<file path="src/inc/pad_cfg_pkg.sv">
// package: register map, field layout and types of the pad configuration bank
`default_nettype none
package pad_cfg_pkg;

  localparam int PIN_COUNT = 4;
  localparam int ADDR_W = 32;
  localparam int DATA_W = 32;

  // register byte addresses
  localparam logic [31:0] ADDR_PIN21_PAD_CONFIG = 32'h4004_4030;
  localparam logic [31:0] ADDR_PIN20_PAD_CONFIG = 32'h4004_4058;
  localparam logic [31:0] ADDR_PIN23_PAD_CONFIG = 32'h4004_406C;
  localparam logic [31:0] ADDR_PIN22_PAD_CONFIG = 32'h4004_4070;
  localparam logic [31:0] ADDR_PIN_LEVEL_STATUS = 32'h4004_40F0;

  // pin index of each register
  localparam logic [1:0] IDX_PIN20 = 2'h0;
  localparam logic [1:0] IDX_PIN21 = 2'h1;
  localparam logic [1:0] IDX_PIN22 = 2'h2;
  localparam logic [1:0] IDX_PIN23 = 2'h3;

  // field positions
  localparam int PULL_LSB = 3;
  localparam int PULL_MSB = 4;
  localparam int HYSTERESIS_BIT = 5;
  localparam int INVERT_BIT = 6;
  localparam int RSVD_LSB = 7;
  localparam int RSVD_MSB = 9;
  localparam int OPEN_DRAIN_BIT = 10;

  // reset and fixed values
  localparam logic [1:0] PULL_NONE = 2'h0;
  localparam logic [1:0] PULL_DOWN = 2'h1;
  localparam logic [1:0] PULL_UP = 2'h2;
  localparam logic [1:0] PULL_REPEATER = 2'h3;
  localparam logic [1:0] PULL_RESET = PULL_UP;
  localparam logic HYSTERESIS_RESET = 1'h1;
  localparam logic INVERT_RESET = 1'h0;
  localparam logic OPEN_DRAIN_RESET = 1'h0;
  localparam logic [2:0] RSVD_RESET = 3'h1;

  typedef struct packed {
    logic pseudo_open_drain_enable;
    logic input_invert;
    logic hysteresis_enable;
    logic [1:0] pull_mode;
  } pad_cfg_s;

  typedef struct packed {
    logic pull_up_en;
    logic pull_down_en;
    logic repeater_en;
    logic hysteresis_en;
    logic drive_out;
    logic drive_oe;
  } pad_ctrl_s;

  localparam pad_cfg_s CFG_RESET = '{OPEN_DRAIN_RESET, INVERT_RESET, HYSTERESIS_RESET,
    PULL_RESET};

  function automatic logic [DATA_W-1:0] pack_cfg(input pad_cfg_s c);
    logic [DATA_W-1:0] w;
    w = '0;
    w[PULL_MSB:PULL_LSB] = c.pull_mode;
    w[HYSTERESIS_BIT] = c.hysteresis_enable;
    w[INVERT_BIT] = c.input_invert;
    w[RSVD_MSB:RSVD_LSB] = RSVD_RESET;
    w[OPEN_DRAIN_BIT] = c.pseudo_open_drain_enable;
    return w;
  endfunction : pack_cfg

  function automatic pad_cfg_s unpack_cfg(input logic [DATA_W-1:0] w);
    pad_cfg_s c;
    c.pull_mode = w[PULL_MSB:PULL_LSB];
    c.hysteresis_enable = w[HYSTERESIS_BIT];
    c.input_invert = w[INVERT_BIT];
    c.pseudo_open_drain_enable = w[OPEN_DRAIN_BIT];
    return c;
  endfunction : unpack_cfg

endpackage : pad_cfg_pkg
`default_nettype wire

</file>
<file path="src/rtl/pad_cell_ctrl.sv">
// per-pin pad control: pull decode, pseudo open-drain drive and input inversion
`timescale 1ns/1ps
`default_nettype none
module pad_cell_ctrl
  import pad_cfg_pkg::*;
(
  // clock and reset
  input wire logic clk,
  input wire logic rst_n,
  // configuration
  input wire pad_cfg_s cfg,
  // core side
  input wire logic core_out,
  input wire logic core_dir,
  output logic core_in,
  // pad side
  input wire logic pad_in,
  output pad_ctrl_s pad_ctrl
);

  always_ff @(posedge clk or negedge rst_n)
  begin
    if (!rst_n)
    begin
      pad_ctrl <= '{1'b1, 1'b0, 1'b0, HYSTERESIS_RESET, 1'b0, 1'b0};
    end
    else
    begin
      pad_ctrl.pull_up_en <= (cfg.pull_mode == PULL_UP);
      pad_ctrl.pull_down_en <= (cfg.pull_mode == PULL_DOWN);
      pad_ctrl.repeater_en <= (cfg.pull_mode == PULL_REPEATER);
      pad_ctrl.hysteresis_en <= cfg.hysteresis_enable;
      // pseudo open-drain drive
      // emulated: a high is released, not driven; a weak pull must lift the line
      if (cfg.pseudo_open_drain_enable)
      begin
        pad_ctrl.drive_out <= 1'b0;
        pad_ctrl.drive_oe <= core_dir & ~core_out;
      end
      else
      begin
        pad_ctrl.drive_out <= core_out;
        pad_ctrl.drive_oe <= core_dir;
      end
    end
  end

  always_ff @(posedge clk or negedge rst_n)
  begin
    if (!rst_n)
    begin
      core_in <= 1'b0;
    end
    else
    begin
      core_in <= pad_in ^ cfg.input_invert;
    end
  end

endmodule : pad_cell_ctrl
`default_nettype wire

</file>
<file path="src/rtl/pin_pad_config_regs.sv">
// apb register bank holding pad configuration for four general-purpose pins
//
// Operation
// - pull field bits 4:3, resets pull-up
// - pull codes: none, down, up, repeater
// - invert clear: pin level read directly
// - invert set: pin level read inverted
// - bit 10 enables emulated open-drain
// - registers decoded at 0x406C and 0x4070
// - registers decoded at 0x4030 and 0x4058
`timescale 1ns/1ps
`default_nettype none
module pin_pad_config_regs
  import pad_cfg_pkg::*;
#(
  parameter int NUM_PINS = PIN_COUNT
)
(
  // clock and reset
  input wire logic sys_clk,
  input wire logic nrst,
  // apb slave
  input wire logic psel,
  input wire logic penable,
  input wire logic pwrite,
  input wire logic [ADDR_W-1:0] paddr,
  input wire logic [DATA_W-1:0] pwdata,
  input wire logic [3:0] pstrb,
  output logic [DATA_W-1:0] prdata,
  output logic pready,
  output logic pslverr,
  // core side, index 0..3 = pins 20..23
  input wire logic [NUM_PINS-1:0] core_out,
  input wire logic [NUM_PINS-1:0] core_dir,
  output logic [NUM_PINS-1:0] core_in,
  // pad side
  input wire logic [NUM_PINS-1:0] pad_in,
  output pad_ctrl_s [NUM_PINS-1:0] pad_ctrl
);

  logic rst_meta_reg;
  logic rst_sync_reg;
  logic rst_n;

  logic [1:0] pull_reg [NUM_PINS];
  logic [NUM_PINS-1:0] hyst_reg;
  logic [NUM_PINS-1:0] invert_reg;
  logic [NUM_PINS-1:0] open_drain_reg;
  pad_cfg_s pin_cfg [NUM_PINS];
  pad_cfg_s wr_cfg;
  logic [NUM_PINS-1:0] wr_sel;

  logic setup_phase;
  logic access_done;
  logic addr_hit;
  logic cfg_hit;
  logic status_hit;
  logic [1:0] hit_idx;
  logic [DATA_W-1:0] rdata_next;
  logic [DATA_W-1:0] merged_wdata;

  // reset release through two flops; assertion stays asynchronous
  always_ff @(posedge sys_clk or negedge nrst)
  begin
    if (!nrst)
    begin
      rst_meta_reg <= 1'b0;
      rst_sync_reg <= 1'b0;
    end
    else
    begin
      rst_meta_reg <= 1'b1;
      rst_sync_reg <= rst_meta_reg;
    end
  end

  assign rst_n = rst_sync_reg;

  function automatic logic [DATA_W-1:0] strobe_merge(
    input logic [DATA_W-1:0] old_w,
    input logic [DATA_W-1:0] new_w,
    input logic [3:0] strb
  );
    logic [DATA_W-1:0] r;
    r = old_w;
    for (int b = 0; b < 4; b++)
    begin
      if (strb[b])
      begin
        r[b*8 +: 8] = new_w[b*8 +: 8];
      end
    end
    return r;
  endfunction : strobe_merge

  // address decode
  always_comb
  begin
    cfg_hit = 1'b1;
    status_hit = 1'b0;
    hit_idx = IDX_PIN20;
    case (paddr)
      ADDR_PIN23_PAD_CONFIG:
      begin
        hit_idx = IDX_PIN23;
      end
      ADDR_PIN22_PAD_CONFIG:
      begin
        hit_idx = IDX_PIN22;
      end
      ADDR_PIN21_PAD_CONFIG:
      begin
        hit_idx = IDX_PIN21;
      end
      ADDR_PIN20_PAD_CONFIG:
      begin
        hit_idx = IDX_PIN20;
      end
      ADDR_PIN_LEVEL_STATUS:
      begin
        cfg_hit = 1'b0;
        status_hit = 1'b1;
      end
      default:
      begin
        cfg_hit = 1'b0;
      end
    endcase
  end

  assign addr_hit = cfg_hit | status_hit;
  assign setup_phase = psel & ~penable;
  assign access_done = psel & penable & pready;

  // one wait-free answer: pready rises in the access phase
  always_ff @(posedge sys_clk or negedge rst_n)
  begin
    if (!rst_n)
    begin
      pready <= 1'b0;
    end
    else
    begin
      pready <= setup_phase;
    end
  end

  // status register is read-only, so a write to it is flagged as well
  always_ff @(posedge sys_clk or negedge rst_n)
  begin
    if (!rst_n)
    begin
      pslverr <= 1'b0;
    end
    else if (setup_phase)
    begin
      pslverr <= ~addr_hit | (status_hit & pwrite);
    end
    else
    begin
      pslverr <= 1'b0;
    end
  end

  // read data
  always_comb
  begin
    rdata_next = '0;
    if (cfg_hit)
    begin
      rdata_next = pack_cfg(pin_cfg[hit_idx]);
    end
    else if (status_hit)
    begin
      rdata_next[NUM_PINS-1:0] = core_in;
    end
  end

  always_ff @(posedge sys_clk or negedge rst_n)
  begin
    if (!rst_n)
    begin
      prdata <= '0;
    end
    else if (setup_phase & ~pwrite)
    begin
      prdata <= rdata_next;
    end
    else if (access_done)
    begin
      prdata <= '0;
    end
  end

  assign merged_wdata = strobe_merge(pack_cfg(pin_cfg[hit_idx]), pwdata, pstrb);
  assign wr_cfg = unpack_cfg(merged_wdata);

  // only a completed access phase commits, so a refused setup never writes
  always_comb
  begin
    wr_sel = '0;
    if (access_done & pwrite & cfg_hit)
    begin
      wr_sel[hit_idx] = 1'b1;
    end
  end

  always_ff @(posedge sys_clk or negedge rst_n)
  begin
    if (!rst_n)
    begin
      for (int i = 0; i < NUM_PINS; i++)
      begin
        pull_reg[i] <= CFG_RESET.pull_mode;
      end
    end
    else
    begin
      for (int i = 0; i < NUM_PINS; i++)
      begin
        if (wr_sel[i])
        begin
          pull_reg[i] <= wr_cfg.pull_mode;
        end
      end
    end
  end

  always_ff @(posedge sys_clk or negedge rst_n)
  begin
    if (!rst_n)
    begin
      hyst_reg <= {NUM_PINS{CFG_RESET.hysteresis_enable}};
    end
    else
    begin
      for (int i = 0; i < NUM_PINS; i++)
      begin
        if (wr_sel[i])
        begin
          hyst_reg[i] <= wr_cfg.hysteresis_enable;
        end
      end
    end
  end

  always_ff @(posedge sys_clk or negedge rst_n)
  begin
    if (!rst_n)
    begin
      invert_reg <= {NUM_PINS{CFG_RESET.input_invert}};
    end
    else
    begin
      for (int i = 0; i < NUM_PINS; i++)
      begin
        if (wr_sel[i])
        begin
          invert_reg[i] <= wr_cfg.input_invert;
        end
      end
    end
  end

  always_ff @(posedge sys_clk or negedge rst_n)
  begin
    if (!rst_n)
    begin
      open_drain_reg <= {NUM_PINS{CFG_RESET.pseudo_open_drain_enable}};
    end
    else
    begin
      for (int i = 0; i < NUM_PINS; i++)
      begin
        if (wr_sel[i])
        begin
          open_drain_reg[i] <= wr_cfg.pseudo_open_drain_enable;
        end
      end
    end
  end

  // fields kept in separate flops so each concern has a single writer
  always_comb
  begin
    for (int i = 0; i < NUM_PINS; i++)
    begin
      pin_cfg[i].pull_mode = pull_reg[i];
      pin_cfg[i].hysteresis_enable = hyst_reg[i];
      pin_cfg[i].input_invert = invert_reg[i];
      pin_cfg[i].pseudo_open_drain_enable = open_drain_reg[i];
    end
  end

  // one pad controller per pin
  for (genvar p = 0; p < NUM_PINS; p++)
  begin : g_pad
    pad_cell_ctrl u_pad (
      .clk(sys_clk),
      .rst_n(rst_n),
      .cfg(pin_cfg[p]),
      .core_out(core_out[p]),
      .core_dir(core_dir[p]),
      .core_in(core_in[p]),
      .pad_in(pad_in[p]),
      .pad_ctrl(pad_ctrl[p])
    );
  end

endmodule : pin_pad_config_regs
`default_nettype wire

</file>
<file path="config.mk">
export PLATFORM = sky130hd
export DESIGN_NAME = pin_pad_config_regs
export DESIGN_NICKNAME = d
export VERILOG_FILES = /design/src/inc/pad_cfg_pkg.sv /design/src/rtl/pad_cell_ctrl.sv /design/src/rtl/pin_pad_config_regs.sv
export SDC_FILE = /design/constraint.sdc
export NUM_CORES = 1
export LEC_CHECK = 0
export BUFFER_PORTS_ARGS = -buffer_cell sky130_fd_sc_hd__buf_4
export CELL_PAD_IN_SITES_DETAIL_PLACEMENT = 2
export CELL_PAD_IN_SITES_GLOBAL_PLACEMENT = 2
export CORE_MARGIN = 8
export CORE_UTILIZATION = 24
export CTS_CLUSTER_DIAMETER = 200
export CTS_CLUSTER_SIZE = 14
export DETAILED_ROUTE_END_ITERATION = 6
export GPL_TIMING_DRIVEN = 0
export PLACE_DENSITY_LB_ADDON = 0.1
export SYNTH_ARGS = -nofsm -noshare
export SYNTH_HDL_FRONTEND = slang
export SYNTH_HIERARCHICAL = 1
export SYNTH_SLANG_ARGS = --single-unit
</file>
<file path="constraint.sdc">
create_clock -name sys_clk -period 1.8 [get_ports sys_clk]
set_clock_uncertainty 0.1 [all_clocks]
set_input_delay 0.36 -clock sys_clk [delete_from_list [all_inputs] [get_ports sys_clk]]
set_output_delay 0.36 -clock sys_clk [all_outputs]
set_load 0.01 [all_outputs]
</file>
==> results.sh <==
export IMPL_status="finished with violations"
export IMPL_violations="negative setup slack"
export IMPL_fin_crit_sh_pct=109.6
export IMPL_grt_use_total_pct=13.64
export IMPL_hold_path_class="in -> reg"
export IMPL_rrSetupSlack_ns=-0.09
export IMPL_cts_sinks=61
export IMPL_hold_path_startpoint="pad_in[3]"
export IMPL_cap_violations=0
export IMPL_worst_path_buf_inv=2
export IMPL_cts_tree="done"
export IMPL_peakVddDrop_v=0.0003650
export IMPL_port_buffers=94
export IMPL_powerDensity_nw_per_um2=721.7
export IMPL_row_count=41
export IMPL_hold_violations=0
export IMPL_path_clk_slew_ns=0.06
export IMPL_yosysMostFrequentCell="dfrtp_1"
export IMPL_synth_edf_count=0
export IMPL_path_class="in -> reg"
export IMPL_synth_top_area_share_pct=37.31
export IMPL_dp_cells=569
export IMPL_grt_overflow=0
export IMPL_layout_setup_ws_ns=-0.1722
export IMPL_drt_iter0_drc=82
export IMPL_p_leak_nw=2.361
export IMPL_route_vias_total=2725
export IMPL_worstPathMaxFanout=4
export IMPL_drt_wirelength_per_cell_um=17.83
export IMPL_die_x_um=128.1
export IMPL_cts_buffers=9
export IMPL_setup_violations=19
export IMPL_cp_arrival_ns=2.08
export IMPL_yosysWarnings=6
export IMPL_htreeDepth=3
export IMPL_ys_ff_latch=61
export IMPL_synthCells=281
export IMPL_die_h_um=128.1
export IMPL_avgSynthCellArea_um2=10.74
export IMPL_fin_crit_ns=1.972
export IMPL_drv_slew=0
export IMPL_gp_congestion=0.7392
export IMPL_cpLargestDelayFamily="simple AND/OR/NAND/NOR gates"
export IMPL_timing_rr_start="open_drain_reg[3]"
export IMPL_grt_pass1_wl_mm=16.79
export IMPL_r2r_cells=5
export IMPL_final_util_pct=39.26
export IMPL_max_slew_margin_pct=47.45
export IMPL_drc=0
export IMPL_ys_async_sr_fraction_pct=100.0
export IMPL_hold_path_depth=2
export IMPL_synthTopCellsByCount="dfrtp_1, buf_4, inv_1, nand2_1"
export IMPL_max_freq_ghz=0.5070
export IMPL_yosysTopAreaCell="dfrtp_1"
export IMPL_initial_core_util_pct=24.21
export IMPL_tns_ns=-0.9031
export IMPL_grt_start_max_net_pins=60
export IMPL_tightest_slew_ns=0.7883
export IMPL_core_area_um2=12470
export IMPL_syn_cell_area_um2=3018
export IMPL_cp_slowest_cell="or4b_4"
export IMPL_grt_pass1_vias=3103
export IMPL_hpwl_mm=8.011
export IMPL_ys_flop_type="dfrtp_1"
export IMPL_synth_cell_types=58
export IMPL_nets=522
export IMPL_syn_to_final_growth_pct=62.15
export IMPL_stdcell_count=614
export IMPL_io_pins=147
export IMPL_worst_path_largest_cell_delay_ns=0.51
export IMPL_layout_drive_gt1_share_pct=53.62
export IMPL_top_register="g_pad.u_pad/pad_ctrl"
export IMPL_r2r_end="open_drain_reg[3]"
export IMPL_startpoint_type="primary input"
export IMPL_ys_top_cells_by_area="dfrtp_1, dfstp_2, buf_4"
export IMPL_cp_end_kind="register"
export IMPL_clockBufferDepth=2
export IMPL_min_to="g_pad[3].u_pad/core_in"
export IMPL_required_ns=1.91
export IMPL_die_area_um2=16420
export IMPL_grt_setup_unrepaired="yes"
export IMPL_n_antenna_cell=0
export IMPL_drt_first_pass_iters=4
export IMPL_wirelength_mm=10.95
export IMPL_ant_nets=0
export IMPL_synth_seq_area_share_pct=51.24
export IMPL_clkLatencyLatePin_ns=0.34
export IMPL_vias_per_cell=4.438
export IMPL_antenna_found_initial=0
export IMPL_root_buffer="clkbuf_16"
export IMPL_largest_reg_flops=24
export IMPL_cp_cell_sequence="buf_6 -> buf_8 -> or4b_4 -> or2_1 -> a2111o_1 -> o211ai_1 -> a31oi_1"
metrics by stage:
step / total power, W / hold slack [ns] / cell area, µm² / setup slack [ns]
6_report: 0.003532 / 0.1010 / 4893 / -0.1722
3_5_place_dp: 0.001760 / 0.04421 / 4066 / -0.8719
4_1_cts: 0.003569 / 0.08389 / 4662 / -0.1620
2_1_floorplan: 0.001586 / -0.03559 / 3146 / -0.3198
3_3_place_gp: 0.001749 / 0.04258 / 4066 / -0.8212
5_1_grt: 0.003691 / 0.09229 / 4893 / -0.2260
where the power goes:
part	switching, W	internal (W)	leakage [nW]
Clock	0.000648	0.00107	0.146
Combinational	0.000175	0.000213	1.49
Sequential	0.0000321	0.00139	0.725
Total	0.000855	0.00268	2.36
cell usage in the layout, fill, tap and decap left out, drive strengths merged, types with 5 or more instances in the layout:
cell,Yosys,final
nor2,15,15
nand2,18,18
dfrtp,45,45
nor4,5,5
conb,2,24
dfstp,16,16
a32oi,5,5
buf,28,152
and2,5,5
clkbuf,4,11
nor2b,10,10
nand3,6,6
o21ai,16,16
inv,17,18
nor4b,5,5
mux2i,9,9
a21oi,5,5
final cells by class:
cell class,count,area (µm²)
Sequential cell,61,1550
Tap cell,172,215.2
Clock inverter,7,73.82
Timing Repair Buffer,123,964.7
Clock buffer,9,225.2
Multi-Input combinational cell,193,1523
Fill cell,1351,7572
Buffer,32,277.8
Inverter,17,63.81
kinds of logic after synthesis:
kind of cell / share of synthesized area, %
other cells: 0.2488
mux: 4.478
flops: 51.24
compound gates: 12.94
xor+xnor: 1.161
buf+inv: 9.204
simple gates: 20.73
worst register-to-register path: cells and delay by family, from the launching register on:
family | cells | cell delay (ns)
AO/OA/AOI/OAI | 4 | 0.99
flip-flops | 1 | 0.42
AND/OR/NAND/NOR | 1 | 0.25
how the worst max path moves through the flow:
stage | start | end | depth (start not counted)
floorplan | paddr[1] | invert_reg[0] | 5
global placement | paddr[12] | open_drain_reg[2] | 6
detailed placement | paddr[12] | open_drain_reg[2] | 6
CTS | paddr[7] | invert_reg[0] | 6
global route | paddr[20] | open_drain_reg[2] | 9
finish | paddr[3] | open_drain_reg[3] | 7
layer usage:
layer  vias up  wire (µm)  GRT usage, %  part of all wire, %
li1       1265          -             -                    -
met5         -          0             0                    0
met3        14        793         5.574                  7.2
met2        89       5309         22.25                   49
met1      1357       4620         15.32                   42
met4         0        223         6.154                  2.0
repair_timing:
| item | CTS | global route |
|---|---|---|
| hold buffers | 1 | 0 |
| pin swaps | 16 | 22 |
| resized for setup | 31 | 39 |
| setup buffers | 17 | 10 |
| endpoints found under the hold margin | 2 | 0 |
| endpoints found under the setup margin | 30 | 28 |
| gates cloned | 0 | 1 |
No activity file was read; power rests on OpenSTA's default activity.
